<file path="src/core/reset_cause_pkg.sv">
// Constants, types and register map of the system reset cause unit
package reset_cause_pkg;

   // -----------------------------------------------------------------
   // Register byte addresses (low 16 address bits)
   // -----------------------------------------------------------------
   localparam logic [15:0] ADDR_RESET_CAUSE_STATUS     = 16'hF600;
   localparam logic [15:0] ADDR_SOFTWARE_RESET_TRIGGER = 16'hF610;
   localparam logic [15:0] ADDR_UNLOCK_KEY             = 16'hF620;
   localparam logic [15:0] ADDR_IRQ_STATUS             = 16'hF630;
   localparam logic [15:0] ADDR_IRQ_MASK               = 16'hF640;

   // -----------------------------------------------------------------
   // Field positions of the reset cause status and software reset trigger registers
   // -----------------------------------------------------------------
   localparam int BIT_HIGH_VOLTAGE   = 29;
   localparam int BIT_CONFIG_MISM    = 9;
   localparam int BIT_REG_STANDBY    = 8;
   localparam int BIT_EXT_PIN        = 7;
   localparam int BIT_SOFT_RESET     = 6;
   localparam int BIT_WATCHDOG       = 4;
   localparam int BIT_SLEEP_WAKE     = 3;
   localparam int BIT_IDLE_WAKE      = 2;
   localparam int BIT_BROWNOUT       = 1;
   localparam int BIT_POWER_ON       = 0;
   localparam int BIT_TRIGGER        = 0;

   localparam logic [31:0] STATUS_IMPL_MASK = 32'h2000_03DF;
   localparam logic [31:0] STATUS_HS_MASK   = 32'h2000_02DF;
   localparam logic [31:0] STATUS_POR_VALUE = 32'h0000_0003;
   localparam logic [31:0] ZERO_WORD        = 32'h0000_0000;

   // Unlock keys, arbitrary values
   localparam logic [31:0] UNLOCK_KEY_FIRST  = 32'h1234_ABCD;
   localparam logic [31:0] UNLOCK_KEY_SECOND = 32'hCDAB_3412;

   // -----------------------------------------------------------------
   // Timing
   // -----------------------------------------------------------------
   localparam int CLK_PERIOD_PS = 5000;
   localparam int RST_HOLD_NS   = 100;
   localparam int RST_HOLD_CYC  = (RST_HOLD_NS * 1000 + CLK_PERIOD_PS - 1) / CLK_PERIOD_PS;

   // Asynchronous reset sources and wake events, one bit each
   typedef struct packed {
      logic high_voltage;
      logic config_mismatch;
      logic brownout;
      logic watchdog;
      logic ext_clear_n;
      logic sleep_entered;
      logic idle_entered;
   } reset_cause_t;

   typedef enum logic [1:0] {
      LOCK_CLOSED = 2'b00,
      LOCK_HALF   = 2'b01,
      LOCK_OPEN   = 2'b10
   } unlock_state_t;

endpackage

</file>
<file path="src/core/system_reset_cause_unit.sv">
// Reset cause unit: merges reset sources, records causes, AHB-Lite registers
//
// Local design decision: the AHB-Lite slave port.
`timescale 1ns/1ps
module system_reset_cause_unit
   import reset_cause_pkg::*;
#(
   parameter int HOLD_CYC = RST_HOLD_CYC
)
(
   input  wire logic          i_ref_clk,
   input  wire logic          i_nrst,
   input  wire reset_cause_t  i_causes,
   input  wire logic          i_regulator_fuse,
   input  wire logic          i_hsel,
   input  wire logic [31:0]   i_haddr,
   input  wire logic [1:0]    i_htrans,
   input  wire logic          i_hwrite,
   input  wire logic [2:0]    i_hsize,
   input  wire logic [31:0]   i_hwdata,
   input  wire logic          i_hready,
   output logic               o_hreadyout,
   output logic               o_hresp,
   output logic [31:0]        o_hrdata,
   output logic               o_master_system_reset,
   output logic               o_regulator_standby_enable,
   output logic               o_irq
);

   localparam int HW = $clog2(HOLD_CYC + 1);
   localparam logic [HW-1:0] HOLD_LOAD = HW'(HOLD_CYC);
   localparam logic [HW-1:0] HOLD_ZERO = '0;

   // -----------------------------------------------------------------
   // Decoding helper
   // -----------------------------------------------------------------
   // Maps a vector of cause events onto status register positions
   function automatic logic [31:0] cause_flags(input reset_cause_t c);
      logic [31:0] f;
      f                    = ZERO_WORD;
      f[BIT_HIGH_VOLTAGE]  = c.high_voltage;
      f[BIT_CONFIG_MISM]   = c.config_mismatch;
      f[BIT_BROWNOUT]      = c.brownout;
      f[BIT_WATCHDOG]      = c.watchdog;
      f[BIT_EXT_PIN]       = c.ext_clear_n;
      f[BIT_SLEEP_WAKE]    = c.sleep_entered;
      f[BIT_IDLE_WAKE]     = c.idle_entered;
      return f;
   endfunction

   // -----------------------------------------------------------------
   // Input synchronisers
   // -----------------------------------------------------------------
   reset_cause_t  sync1_r;
   reset_cause_t  sync2_r;
   reset_cause_t  prev_r;
   reset_cause_t  level;
   reset_cause_t  rise;
   logic          src_active;

   // Detectors and pin are asynchronous; two stages before any use
   always_ff @(posedge i_ref_clk or negedge i_nrst)
   begin
      if (!i_nrst)
      begin
         sync1_r <= '0;
         sync2_r <= '0;
         prev_r  <= '0;
      end
      else
      begin
         sync1_r <= {i_causes.high_voltage, i_causes.config_mismatch, i_causes.brownout,
                     i_causes.watchdog, ~i_causes.ext_clear_n, i_causes.sleep_entered,
                     i_causes.idle_entered};
         sync2_r <= sync1_r;
         prev_r  <= sync2_r;
      end
   end

   // Active-high levels (pin already inverted) and their rising edges
   assign level      = sync2_r;
   assign rise       = level & ~prev_r;
   assign src_active = level.high_voltage | level.config_mismatch | level.brownout |
                       level.watchdog | level.ext_clear_n;

   // -----------------------------------------------------------------
   // AHB-Lite slave
   // -----------------------------------------------------------------
   logic          dp_valid_r;
   logic          dp_write_r;
   logic          rd_wait_r;
   logic [15:0]   dp_addr_r;
   logic          addr_take;
   logic          wr_en;
   logic          wr_status;
   logic          wr_trigger;
   logic          wr_key;
   logic          wr_irq_status;
   logic          wr_irq_mask;
   logic [31:0]   rdata_nxt;

   assign addr_take     = i_hsel & i_htrans[1] & i_hready;
   assign wr_en         = dp_valid_r & dp_write_r;
   assign wr_status     = wr_en & (dp_addr_r == ADDR_RESET_CAUSE_STATUS);
   assign wr_trigger    = wr_en & (dp_addr_r == ADDR_SOFTWARE_RESET_TRIGGER);
   assign wr_key        = wr_en & (dp_addr_r == ADDR_UNLOCK_KEY);
   assign wr_irq_status = wr_en & (dp_addr_r == ADDR_IRQ_STATUS);
   assign wr_irq_mask   = wr_en & (dp_addr_r == ADDR_IRQ_MASK);

   // Reads take one wait state so a read right after a write sees it
   assign o_hreadyout = ~(dp_valid_r & ~dp_write_r & ~rd_wait_r);
   assign o_hresp     = 1'b0;

   // Address phase capture, only full words are meaningful
   always_ff @(posedge i_ref_clk or negedge i_nrst)
   begin
      if (!i_nrst)
      begin
         dp_valid_r <= 1'b0;
         dp_write_r <= 1'b0;
         dp_addr_r  <= 16'h0000;
         rd_wait_r  <= 1'b0;
      end
      else
      begin
         if (o_hreadyout)
         begin
            dp_valid_r <= addr_take;
            dp_write_r <= i_hwrite;
            dp_addr_r  <= {i_haddr[15:2], 2'b00};
            rd_wait_r  <= 1'b0;
         end
         else
         begin
            rd_wait_r  <= 1'b1;
         end
      end
   end

   // -----------------------------------------------------------------
   // Unlock sequence and software reset trigger
   // -----------------------------------------------------------------
   unlock_state_t lock_r;
   logic          swr_event;

   // Trigger is write-only with no storage: it acts for one cycle
   assign swr_event = wr_trigger & (lock_r == LOCK_OPEN) & i_hwdata[BIT_TRIGGER];

   // Two consecutive key writes open the lock for one trigger write
   always_ff @(posedge i_ref_clk or negedge i_nrst)
   begin
      if (!i_nrst)
      begin
         lock_r <= LOCK_CLOSED;
      end
      else if (o_master_system_reset || wr_trigger)
      begin
         lock_r <= LOCK_CLOSED;
      end
      else if (wr_key)
      begin
         case (lock_r)
            LOCK_CLOSED : lock_r <= (i_hwdata == UNLOCK_KEY_FIRST) ? LOCK_HALF : LOCK_CLOSED;
            LOCK_HALF   : lock_r <= (i_hwdata == UNLOCK_KEY_SECOND) ? LOCK_OPEN : LOCK_CLOSED;
            default     : lock_r <= LOCK_CLOSED;
         endcase
      end
   end

   // -----------------------------------------------------------------
   // Master system reset
   // -----------------------------------------------------------------
   logic [HW-1:0] hold_cnt_r;
   logic          master_r;

   // Stretches every reset source and the software trigger (not sleep or idle) so the chip sees a clean, long enough pulse
   always_ff @(posedge i_ref_clk or negedge i_nrst)
   begin
      if (!i_nrst)
      begin
         hold_cnt_r <= HOLD_LOAD;
         master_r   <= 1'b1;
      end
      else
      begin
         if (src_active || swr_event)
         begin
            hold_cnt_r <= HOLD_LOAD;
         end
         else if (hold_cnt_r != HOLD_ZERO)
         begin
            hold_cnt_r <= hold_cnt_r - 1'b1;
         end
         master_r <= src_active | swr_event | (hold_cnt_r != HOLD_ZERO);
      end
   end

   assign o_master_system_reset = master_r;

   // -----------------------------------------------------------------
   // Reset cause status register
   // -----------------------------------------------------------------
   logic [31:0]   status_r;
   logic [31:0]   status_nxt;
   logic [31:0]   set_flags;
   logic          fuse_done_r;

   // Only the flag of the cause that fired is set
   always_comb
   begin
      set_flags                  = cause_flags(rise);
      set_flags[BIT_SOFT_RESET]  = swr_event;
   end

   // Software write first, hardware set wins over it
   always_comb
   begin
      status_nxt = status_r;
      if (wr_status)
      begin
         status_nxt = i_hwdata & STATUS_IMPL_MASK;
      end
      if (!fuse_done_r)
      begin
         status_nxt[BIT_REG_STANDBY] = i_regulator_fuse;
      end
      status_nxt = status_nxt | (set_flags & STATUS_HS_MASK);
   end

   // Not reset by the master reset: the causes must survive it
   always_ff @(posedge i_ref_clk or negedge i_nrst)
   begin
      if (!i_nrst)
      begin
         status_r    <= STATUS_POR_VALUE;
         fuse_done_r <= 1'b0;
      end
      else
      begin
         status_r    <= status_nxt;
         fuse_done_r <= 1'b1;
      end
   end

   assign o_regulator_standby_enable = status_r[BIT_REG_STANDBY];

   // -----------------------------------------------------------------
   // Interrupt status and mask
   // -----------------------------------------------------------------
   logic [31:0]   irq_status_r;
   logic [31:0]   irq_mask_r;

   // Same layout as the cause flags; write one to clear, set wins
   always_ff @(posedge i_ref_clk or negedge i_nrst)
   begin
      if (!i_nrst)
      begin
         irq_status_r <= ZERO_WORD;
         irq_mask_r   <= ZERO_WORD;
      end
      else
      begin
         irq_status_r <= ((wr_irq_status ? (irq_status_r & ~i_hwdata) : irq_status_r) |
                          set_flags) & STATUS_HS_MASK;
         if (wr_irq_mask)
         begin
            irq_mask_r <= i_hwdata & STATUS_HS_MASK;
         end
      end
   end

   // Level output
   always_ff @(posedge i_ref_clk or negedge i_nrst)
   begin
      if (!i_nrst)
      begin
         o_irq <= 1'b0;
      end
      else
      begin
         o_irq <= |(irq_status_nxt_w() & irq_mask_r);
      end
   end

   function automatic logic [31:0] irq_status_nxt_w();
      return irq_status_r;
   endfunction

   // -----------------------------------------------------------------
   // Read data
   // -----------------------------------------------------------------
   // Trigger and key registers are write-only and read zero
   always_comb
   begin
      if (dp_addr_r == ADDR_RESET_CAUSE_STATUS)
      begin
         rdata_nxt = status_r & STATUS_IMPL_MASK;
      end
      else if (dp_addr_r == ADDR_IRQ_STATUS)
      begin
         rdata_nxt = irq_status_r;
      end
      else if (dp_addr_r == ADDR_IRQ_MASK)
      begin
         rdata_nxt = irq_mask_r;
      end
      else
      begin
         rdata_nxt = ZERO_WORD;
      end
   end

   // Loaded in the wait cycle of a read data phase
   always_ff @(posedge i_ref_clk or negedge i_nrst)
   begin
      if (!i_nrst)
      begin
         o_hrdata <= ZERO_WORD;
      end
      else if (dp_valid_r && !dp_write_r && !rd_wait_r)
      begin
         o_hrdata <= rdata_nxt;
      end
   end
endmodule // system_reset_cause_unit

</file>
<file path="config.mk">
export PLATFORM = sky130hd
export DESIGN_NAME = system_reset_cause_unit
export DESIGN_NICKNAME = d
export VERILOG_FILES = /design/src/core/reset_cause_pkg.sv /design/src/core/system_reset_cause_unit.sv
export SDC_FILE = /design/constraint.sdc
export NUM_CORES = 1
export LEC_CHECK = 0
export ABC_CLOCK_PERIOD_IN_PS = 2650
export BUFFER_PORTS_ARGS = -buffer_cell sky130_fd_sc_hd__buf_4
export CELL_PAD_IN_SITES_DETAIL_PLACEMENT = 1
export CELL_PAD_IN_SITES_GLOBAL_PLACEMENT = 1
export CORE_ASPECT_RATIO = 0.8
export CORE_MARGIN = 2
export CORE_UTILIZATION = 39
export DETAILED_ROUTE_END_ITERATION = 10
export GPL_ROUTABILITY_DRIVEN = 0
export PLACE_DENSITY = 0.79
export SETUP_SLACK_MARGIN = 0.05
export SYNTH_ARGS = -nofsm -noshare
export SYNTH_HDL_FRONTEND = slang
export SYNTH_SLANG_ARGS = --single-unit
</file>
<file path="constraint.sdc">
create_clock -name i_ref_clk -period 2.65 [get_ports i_ref_clk]
set_input_delay 0.3975 -clock i_ref_clk [delete_from_list [all_inputs] [get_ports i_ref_clk]]
set_output_delay 0.3975 -clock i_ref_clk [all_outputs]
set_load 0.05 [all_outputs]
</file>
---- Word level (Yosys, flattened, before mapping) ----
Cells that the tools add are included.
cells by class
  mux-type cells .......................... 14
  reduce and logical (&&, ||, !) cells .... 11
  equal/unequal tests ..................... 9
  add/sub/neg operators ................... 1
  bitwise gates (word level) .............. 29
operators by type and width
  cell                  number
  $mux 30               4
  $eq 14x14->1 const B  5
  $and 30x30->30        2
  $eq 32x29->1 const B  1
  $eq 32x32->1 const B  1
  $mux 32               1
  $or 32x30->32         1
  $reduce_or 32->1      1
  $not 30->30           1
  $or 30x30->30         1
  $and 1x1->1           12
  $mux 5                2
  $and 7x7->7           1
  $not 7->7             1
  $mux 2                3
  $or 1x1->1            6
  $reduce_bool 5->1     1
  $sub 5x1->5 const B   1
  $not 1->1             4
  $pmux 2 s2            1
  $reduce_bool 2->1     2
  $mux 1                3
  $eq 2x1->1 const B    1
  $eq 2x2->1 const B    1
  4 further kinds       7
word-level totals
  register bits ........................... 130
  word-level logic and storage cells ...... 98

---- Logic depth before layout (Yosys ltp) ----
Gate-level depths: netlist (run 1).
  depth in word-level cells ............... 6
  depth in mapped cells ................... 6
  mapped depth without buffers ............ 6

---- Worst setup path before layout (run 1) ----
Ideal clock, no wire load.
  path kind ............................... flip-flop to flip-flop
  start point ............................. reg dp_addr_r[7]
  end point ............................... reg hold_cnt_r[3]
  arrival ................................. 2.125 ns
  path slack .............................. 0.406 ns
  cell stages (with the launch flop) ...... 7
  clock period less this slack ............ 2.244 ns
  path buffers ............................ 2
  library setup time ...................... 0.120 ns
  cell sequence ........................... dfrtp_1 or4b_4 buf_6 or4_4 or3_1 buf_6 and3_1
between the ends
  cells in the longest elaborated chain, start to end .. 6
  elaborated cells on any way between the ends .. 7
  those cells by class .................... eq/ne: 1; mux: 1; bitwise: 3; reduce/logical: 2
RTL lines
  element                                      RTL line                        RTL
  from (decl)                                  system_reset_cause_unit.sv:92   logic [15:0] dp_addr_r;
  from (signal assigned)                       system_reset_cause_unit.sv:130  dp_addr_r <= {i_haddr[15:2], 2'b00};
  $eq 14x14->1 *                               system_reset_cause_unit.sv:105  assign wr_trigger = wr_en & (dp_addr_r == ADDR_SOFTWARE_RESET_TRIGGER);
  $and 1x1->1 *                                system_reset_cause_unit.sv:105
  $and 1x1->1 * (2 in a row)                   system_reset_cause_unit.sv:147  assign swr_event = wr_trigger & (lock_r == LOCK_OPEN) & i_hwdata[BIT_TRIGGER];
  $logic_or 1x1->1 *                           system_reset_cause_unit.sv:186  if (src_active || swr_event)
  $mux 5 or $reduce_bool 2->1 (tied branches)  n/a
  to (signal assigned)                         system_reset_cause_unit.sv:192  hold_cnt_r <= hold_cnt_r - 1'b1;
  to (decl)                                    system_reset_cause_unit.sv:173  logic [HW-1:0] hold_cnt_r;
Every way passes the cells marked *; elsewhere a longest branch is shown, timed or not.
A chain may end at the register's enable or synchronous reset.

---- Worst setup path in the final report (run 1) ----
  start point ............................. reg dp_addr_r[3]
  end point ............................... reg o_hrdata[7]
between the ends
  cells in the longest elaborated chain, start to end .. 4
  elaborated cells on any way between the ends .. 6
  those cells by class .................... eq/ne: 3; mux: 3
RTL lines
  element               RTL line                        RTL
  $eq 14x14->1          system_reset_cause_unit.sv:303  else if (dp_addr_r == ADDR_IRQ_MASK)
  $mux 30               system_reset_cause_unit.sv:303
  $mux 30               system_reset_cause_unit.sv:299  else if (dp_addr_r == ADDR_IRQ_STATUS)
  $mux 30 *             system_reset_cause_unit.sv:295  if (dp_addr_r == ADDR_RESET_CAUSE_STATUS)
  to (signal assigned)  system_reset_cause_unit.sv:322  o_hrdata <= rdata_nxt;
  to (decl)             system_reset_cause_unit.sv:24   output logic [31:0] o_hrdata,
Marked as above.

==> results of run 1 <==
registers in the layout (all words and copies together) (netlist names), 5 cells and up:
signal,cells
sync1_r,7
irq_status_r,9
status_r,10
level,7
dp_addr_r,14
o_hrdata,10
hold_cnt_r,5
irq_mask_r,9
prev_r,7
through the flow:
stage | total power [mW] | setup WS [ns]
final | 3.53 | 0.271
after global routing | 3.66 | 0.175
after CTS | 3.56 | 0.273
after detailed placement | 2.11 | 0.295
after global placement | 2.09 | 0.310
after floorplan | 1.89 | 0.406
power by group through the flow:
stage | registers [mW] | clock network (mW) | logic [mW]
after global routing | 1.48 | 1.52 | 0.660
after floorplan | 1.64 | 0 | 0.245
after detailed placement | 1.49 | 0 | 0.620
final | 1.47 | 1.44 | 0.618
after global placement | 1.49 | 0 | 0.609
after CTS | 1.47 | 1.46 | 0.623
cells in the final DEF, fill, tap and decap left out, types with 5 or more instances in the layout:
| cell | instances |
|---|---|
| nand2b_1 | 10 |
| or4bb_1 | 6 |
| nor4_1 | 8 |
| dfrtp_1 | 81 |
| and3_1 | 12 |
| nand3_1 | 13 |
| buf_4 | 81 |
| conb_1 | 24 |
| inv_1 | 6 |
| a211o_1 | 7 |
| mux2_2 | 10 |
| a21o_1 | 7 |
| nand4b_1 | 6 |
| nor2b_1 | 7 |
| a221oi_1 | 10 |
| dfstp_2 | 5 |
| nor3_1 | 19 |
| clkbuf_16 | 9 |
| nand2_1 | 52 |
| nor2_1 | 11 |
cell usage after synthesis, types with 5 or more instances:
cell	n
a211o_1	7
nand2b_1	10
nand4b_1	6
dfstp_2	5
nor3_1	19
dfrtp_1	81
nor2_1	11
inv_1	6
mux2_2	10
and3_1	12
a21o_1	7
nor2b_1	7
nand3_1	13
clkbuf_1	8
nor4_1	8
nand2_1	52
buf_4	23
a221oi_1	10
or4bb_1	6
cells by family after synthesis:
kind of cell,after synthesis
AND/OR/NAND/NOR,171
flip-flops,86
buffers and inverters,44
AO/OA/AOI/OAI,36
multiplexers,12
other,2
XOR/XNOR,2
adder cells (fa/ha/maj),1
layer usage:
| metal | up-vias | routed length, um | GRT usage |
|---|---|---|---|
| li1 | 1375 | - | - |
| met1 | 1466 | 4590 | 0.277 |
| met2 | 100 | 4760 | 0.318 |
| met3 | 10 | 740 | 0.0661 |
| met4 | 0 | 119 | 0.0552 |
| met5 | - | 0 | 0 |
how the worst max path moves through the flow:
stage | end | slack [ns] | from
2_1_floorplan | hold_cnt_r[3] | 0.41 | dp_addr_r[7]
3_3_place_gp | hold_cnt_r[0] | 0.31 | dp_addr_r[7]
3_5_place_dp | o_hrdata[7] | 0.29 | dp_addr_r[3]
4_1_cts | hold_cnt_r[1] | 0.27 | dp_addr_r[7]
5_1_grt | irq_mask_r[0] | 0.17 | dp_addr_r[3]
6_report | o_hrdata[7] | 0.27 | dp_addr_r[3]
cell type report:
type | count | area [sq um] | share of cell area
clock buffer | 10 | 229 | 0.0471
tap | 136 | 170 | 0.0350
clock inverter | 6 | 110 | 0.0227
timing repair buffer | 82 | 628 | 0.129
multi-input combinational | 246 | 1540 | 0.316
sequential | 86 | 2160 | 0.444
inverter | 7 | 26.3 | 0.00541
==> metrics.yaml, run 1 <==
run_status: "finished clean"
rrSetupSlack_ns: 0.27
wl_um: 10200
crit_top_cell: "nor3_1"
setup_tns_ns: 0
diodes: 0
hpwl_um: 7390
die_w_um: 116
initial_utilization: 0.402
cp_top_family: "simple AND/OR/NAND/NOR gates"
ys_seq_elements: 86
path_clk_slew_ns: 0.06
synth_xor_area_frac: 0.00451
num_vias: 2951
dominantRegCellSynth: "dfrtp_1"
antenna_found_initial: 0
syn_to_final_growth_pct: 25.1
worstReg2RegStart: "dp_addr_r[3]"
nets: 515
powerDensity_mw_per_mm2: 726
synth_top_family_by_area: "simple AND/OR/NAND/NOR gates"
whs_ns: 0.00765
fin_area_sq_mm: 0.00486
max_slew_margin: 0.577
synthCells: 354
synth.largest_area_cell: "dfrtp_1"
worstMarginPinSlew_ns: 0.635
clock.fmax_mhz: 420
synthSimpleGateAreaFrac: 0.259
ios: 119
synth.avg_cell_area_sq_um: 11.0
min_path_type: "primary input to async pin"
yosys_warnings: 0
slowest_delay_ns: 0.85
syn_area_sq_mm: 0.00388
grt_max_degree: 52
coreArea_sq_mm: 0.00965
fp.dieH_um: 93.2
route.detailed.drc: 0
p_int_mw: 2.52
crit_chain: "or4_1 > or4_2 > nor3_1 > nor3_1"
rsz0062_at_grt: "false"
synth-adder-area-share: 0.00322
synth_mux_area_frac: 0.0342
dpl_cell_area_sq_mm: 0.00452
grt_pass1_vias: 3124
die_area_sq_mm: 0.0108
slew_viol_final: 0
crit_cells: 4
finalCritPeriodShare: 0.898
via_per_inst: 5.15
cts_tree: "done"
drive_gt1_frac: 0.293
startpoint_type: "flip-flop"
power_switching_share: 0.286
ys_types: 51
h-tree-depth: 3
cts_resized: 0
synth_top_area_frac: 0.522
post_drt_wl_per_cell_um: 17.8
drtPass1Iterations: 4
synth_compound_area_frac: 0.0719
grt_pass1_wl_um: 16500
vdd_drop_max_mv: 0.392
numCtsBuffers: 9
postCtsSetupRepairBufs: 0
setup_viol: 0
instances_no_fill: 573
rows: 32
crit_required_ns: 2.86
grt_use_total: 0.205
grt-ovfl-total: 0
cts.sink_count: 86
cts_root_buf: "clkbuf_16"
reg2reg_depth: 4
clock_latency_ns: 0.35
synth_edf_count: 0
arrival_ns: 2.59
cp-end-kind: "flip-flop"
net-switching-power_mw: 1.01
leakagePower_nw: 2.23
first_iter_violations: 100
yosys-top-cells-area: "dfrtp_1, nand2_1, buf_4"
worstSetupPathType: "flip-flop to flip-flop"
finClkSkew_ns: 0.00757
seq_power_share: 0.416
utilization: 0.504
r2r_end: "o_hrdata[7]"
ant_nets: 0
io_buffers: 73
dp.cells: 557
cts_max_path_buffers: 2
maxCapViolations: 0
fin_crit_ns: 2.38
async_reset_ff_frac: 1.00
holdBufCountCts: 0
synth.yosys.seq_area_share: 0.556
path_buf_inv: 0
crit_fanout: 9
clkPwrFrac: 0.409
combPwrFrac: 0.175
critPathSlowestCell: "or4_2"
hold_viol_final: 0
fill_cells: 1112
Power figures use the tool's default switching activity.
==> inputs of run 2 (changes only) <==
--- a/config.mk
+++ b/config.mk
@@ -11,8 +11,9 @@
 export CELL_PAD_IN_SITES_GLOBAL_PLACEMENT = 1
-export CORE_ASPECT_RATIO = 0.8
+export CORE_ASPECT_RATIO = 0.9
 export CORE_MARGIN = 2
-export CORE_UTILIZATION = 39
+export CORE_UTILIZATION = 41
+export CTS_BUF_LIST = sky130_fd_sc_hd__clkbuf_8
 export DETAILED_ROUTE_END_ITERATION = 10
 export GPL_ROUTABILITY_DRIVEN = 0
-export PLACE_DENSITY = 0.79
+export PLACE_DENSITY = 0.83
 export SETUP_SLACK_MARGIN = 0.05
--- a/constraint.sdc
+++ b/constraint.sdc
@@ -3,2 +3,2 @@
 set_output_delay 0.3975 -clock i_ref_clk [all_outputs]
-set_load 0.05 [all_outputs]
+set_load 0.1 [all_outputs]
==> run 2 against run 1 <==
Hold slack better by 0.021 ns. Wire length fell by 1.6%. Sequential power barely moved. Power is 6.8% lower. Combinational power grew 42%. Clock-buffer cell count decreased by 1. First-iteration DRC count up 22%. Critical path depth increased by 1. Highest routed layer unchanged.
==> metrics.yaml, run 2 (same netlist as run 1, synthesis figures left out) <==
post_drt_wl_per_cell_um: 17.8  # about the same
holdBufCountCts: 0  # unchanged
cts_max_path_buffers: 2  # unchanged
cts.sink_count: 86  # unchanged
initial_utilization: 0.424  # was 0.402
fin_area_sq_mm: 0.00473  # was 0.00486 sq mm
drive_gt1_frac: 0.302  # was 0.293
path_buf_inv: 1  # was 0
grt_use_total: 0.208  # was 0.205
slew_viol_final: 0  # unchanged
p_total_mw: 3.29  # was 3.53 mW
postCtsSetupRepairBufs: 0  # unchanged
clock.fmax_mhz: 408  # was 420 MHz
vdd_drop_max_mv: 0.401  # was 0.392 mV
max_slew_margin: 0.499  # was 0.577
leakagePower_nw: 2.19  # was 2.23 nW
num_vias: 3038  # was 2951
nets: 519  # was 515
cts_resized: 0  # unchanged
powerDensity_mw_per_mm2: 695  # was 726 mW/mm^2
fill_cells: 1078  # was 1112
grt_pass1_vias: 3333  # was 3124
run_status: "finished clean"  # unchanged
cp_top_family: "simple AND/OR/NAND/NOR gates"  # unchanged
worstMarginPinSlew_ns: 0.752  # was 0.635 ns
pre_cts_ws_ns: 0.211  # was 0.295 ns
maxCapViolations: 0  # unchanged
route.detailed.drc: 0  # unchanged
min_path_type: "primary input to async pin"  # unchanged
whs_ns: 0.0281  # was 0.00765 ns
fp.dieH_um: 96.3  # was 93.2 um
arrival_ns: 2.69  # was 2.59 ns
rsz0062_at_grt: "false"  # unchanged
crit_required_ns: 2.89  # was 2.86 ns
use_met3: 0.0399  # was 0.0661
layout_setup_ws_ns: 0.198  # was 0.271 ns
h-tree-depth: 3  # unchanged
grt-ovfl-total: 0  # unchanged
drtPass1Iterations: 4  # unchanged
largest_register_ff_count: 14  # unchanged
slowest_delay_ns: 0.67  # was 0.85 ns
critPathSlowestCell: "or4_1"  # was or4_2
startpoint_type: "flip-flop"  # unchanged
worstSetupPathType: "flip-flop to flip-flop"  # unchanged
wl_um: 10000  # was 10200 um
antenna_found_initial: 0  # unchanged
die_area_sq_mm: 0.0103  # was 0.0108 sq mm
layout_common_cells: "buf_4, dfrtp_1, nand2_1"  # was dfrtp_1, buf_4, nand2_1
die_w_um: 107  # was 116 um
grt_max_degree: 47  # was 52
fin_crit_ns: 2.45  # was 2.38 ns
grtUsageMet2: 0.354  # was 0.318
final_common_cell: "buf_4"
coreArea_sq_mm: 0.00917  # was 0.00965 sq mm
grt_pass1_wl_um: 16500  # about the same
crit_chain: "or4_1 > nor4_1 > and3_1 > buf_4 > mux2_2"  # was or4_1 > or4_2 > nor3_1 > nor3_1
syn_to_final_growth_pct: 21.9  # was 25.1%
cts_tree: "done"  # unchanged
hold_viol_final: 0  # unchanged
rows: 33  # was 32
dpl_cell_area_sq_mm: 0.00453  # was 0.00452 sq mm
cp-end-kind: "flip-flop"  # unchanged
diodes: 0  # unchanged
path_clk_slew_ns: 0.10  # was 0.06 ns
setup_viol: 0  # unchanged
clock_latency_ns: 0.36  # was 0.35 ns
finClkSkew_ns: 0.00915  # was 0.00757 ns
top_regs: "dp_addr_r (14), o_hrdata (10), status_r (10)"  # unchanged
cts_root_buf: "clkbuf_8"  # was clkbuf_16
grtUsageMet1: 0.257  # was 0.277
hpwl_um: 7340  # was 7390 um
ios: 119  # unchanged
numCtsBuffers: 9  # unchanged
grt_busiest_layer: "met2"  # unchanged
io_buffers: 73  # unchanged
finalCritPeriodShare: 0.925  # was 0.898
ant_nets: 0  # unchanged
first_iter_violations: 122  # was 100
via_per_inst: 5.40  # was 5.15
setup_tns_ns: 0  # unchanged
crit_fanout: 6  # was 9
regMostFlops: "dp_addr_r"  # unchanged
## run 2: changes by cell type in the layout (fill, tap and decap cells not counted)
cell / previous run / this run
clkbuf_16: 9 / 0
clkbuf_8: 0 / 9
buf_4: 81 / 85
inv_6: 0 / 3
bufinv_16: 3 / 1
clkbuf_1: 1 / 0
clkinv_4: 0 / 1
clkinvlp_4: 2 / 1
## run 2: metal layers
layer | vias up | share of wire
li1 | 1383 | -
met1 | 1501 | 0.42
met2 | 132 | 0.49
met3 | 22 | 0.063
met4 | 0 | 0.028
met5 | - | 0
## run 2: path summary, 6_finish.rpt
kind                              start            end  slack [ns]  cells after the start
max in group asynchronous        i_nrst    status_r[1]        1.93                      2
min reg2reg                  sync1_r[0]       level[0]        0.35                      0
max                        dp_addr_r[3]  irq_mask_r[7]        0.20                      5
max reg2reg                dp_addr_r[3]  irq_mask_r[7]        0.20                      5
min                              i_nrst     sync1_r[1]        0.03                      1
min in group i_ref_clk      i_causes[1]     sync1_r[1]        0.14                      1
## run 2: final cells by class
| class | count | area, sq um | share of cell area |
|---|---|---|---|
| timing repair buffer | 86 | 658 | 0.139 |
| inverter | 7 | 26.3 | 0.00555 |
| clock buffer | 9 | 124 | 0.0262 |
| clock inverter | 7 | 77.6 | 0.0164 |
| sequential | 86 | 2160 | 0.456 |
| multi-input combinational | 246 | 1540 | 0.325 |
| tap | 122 | 153 | 0.0322 |
## run 2: power breakdown
part           internal [mW]  leakage, nW  switching [mW]
Clock                  0.446        0.101           0.499
Combinational          0.194         1.09           0.686
Sequential              1.40        0.997          0.0614
Total                   2.04         2.19            1.25
## run 2: per-stage QoR
step,std cells,utilization
after floorplan,376,-
after global placement,547,0.494
after detailed placement,547,0.494
after CTS,563,0.516
after global routing,563,0.516
final,563,0.516
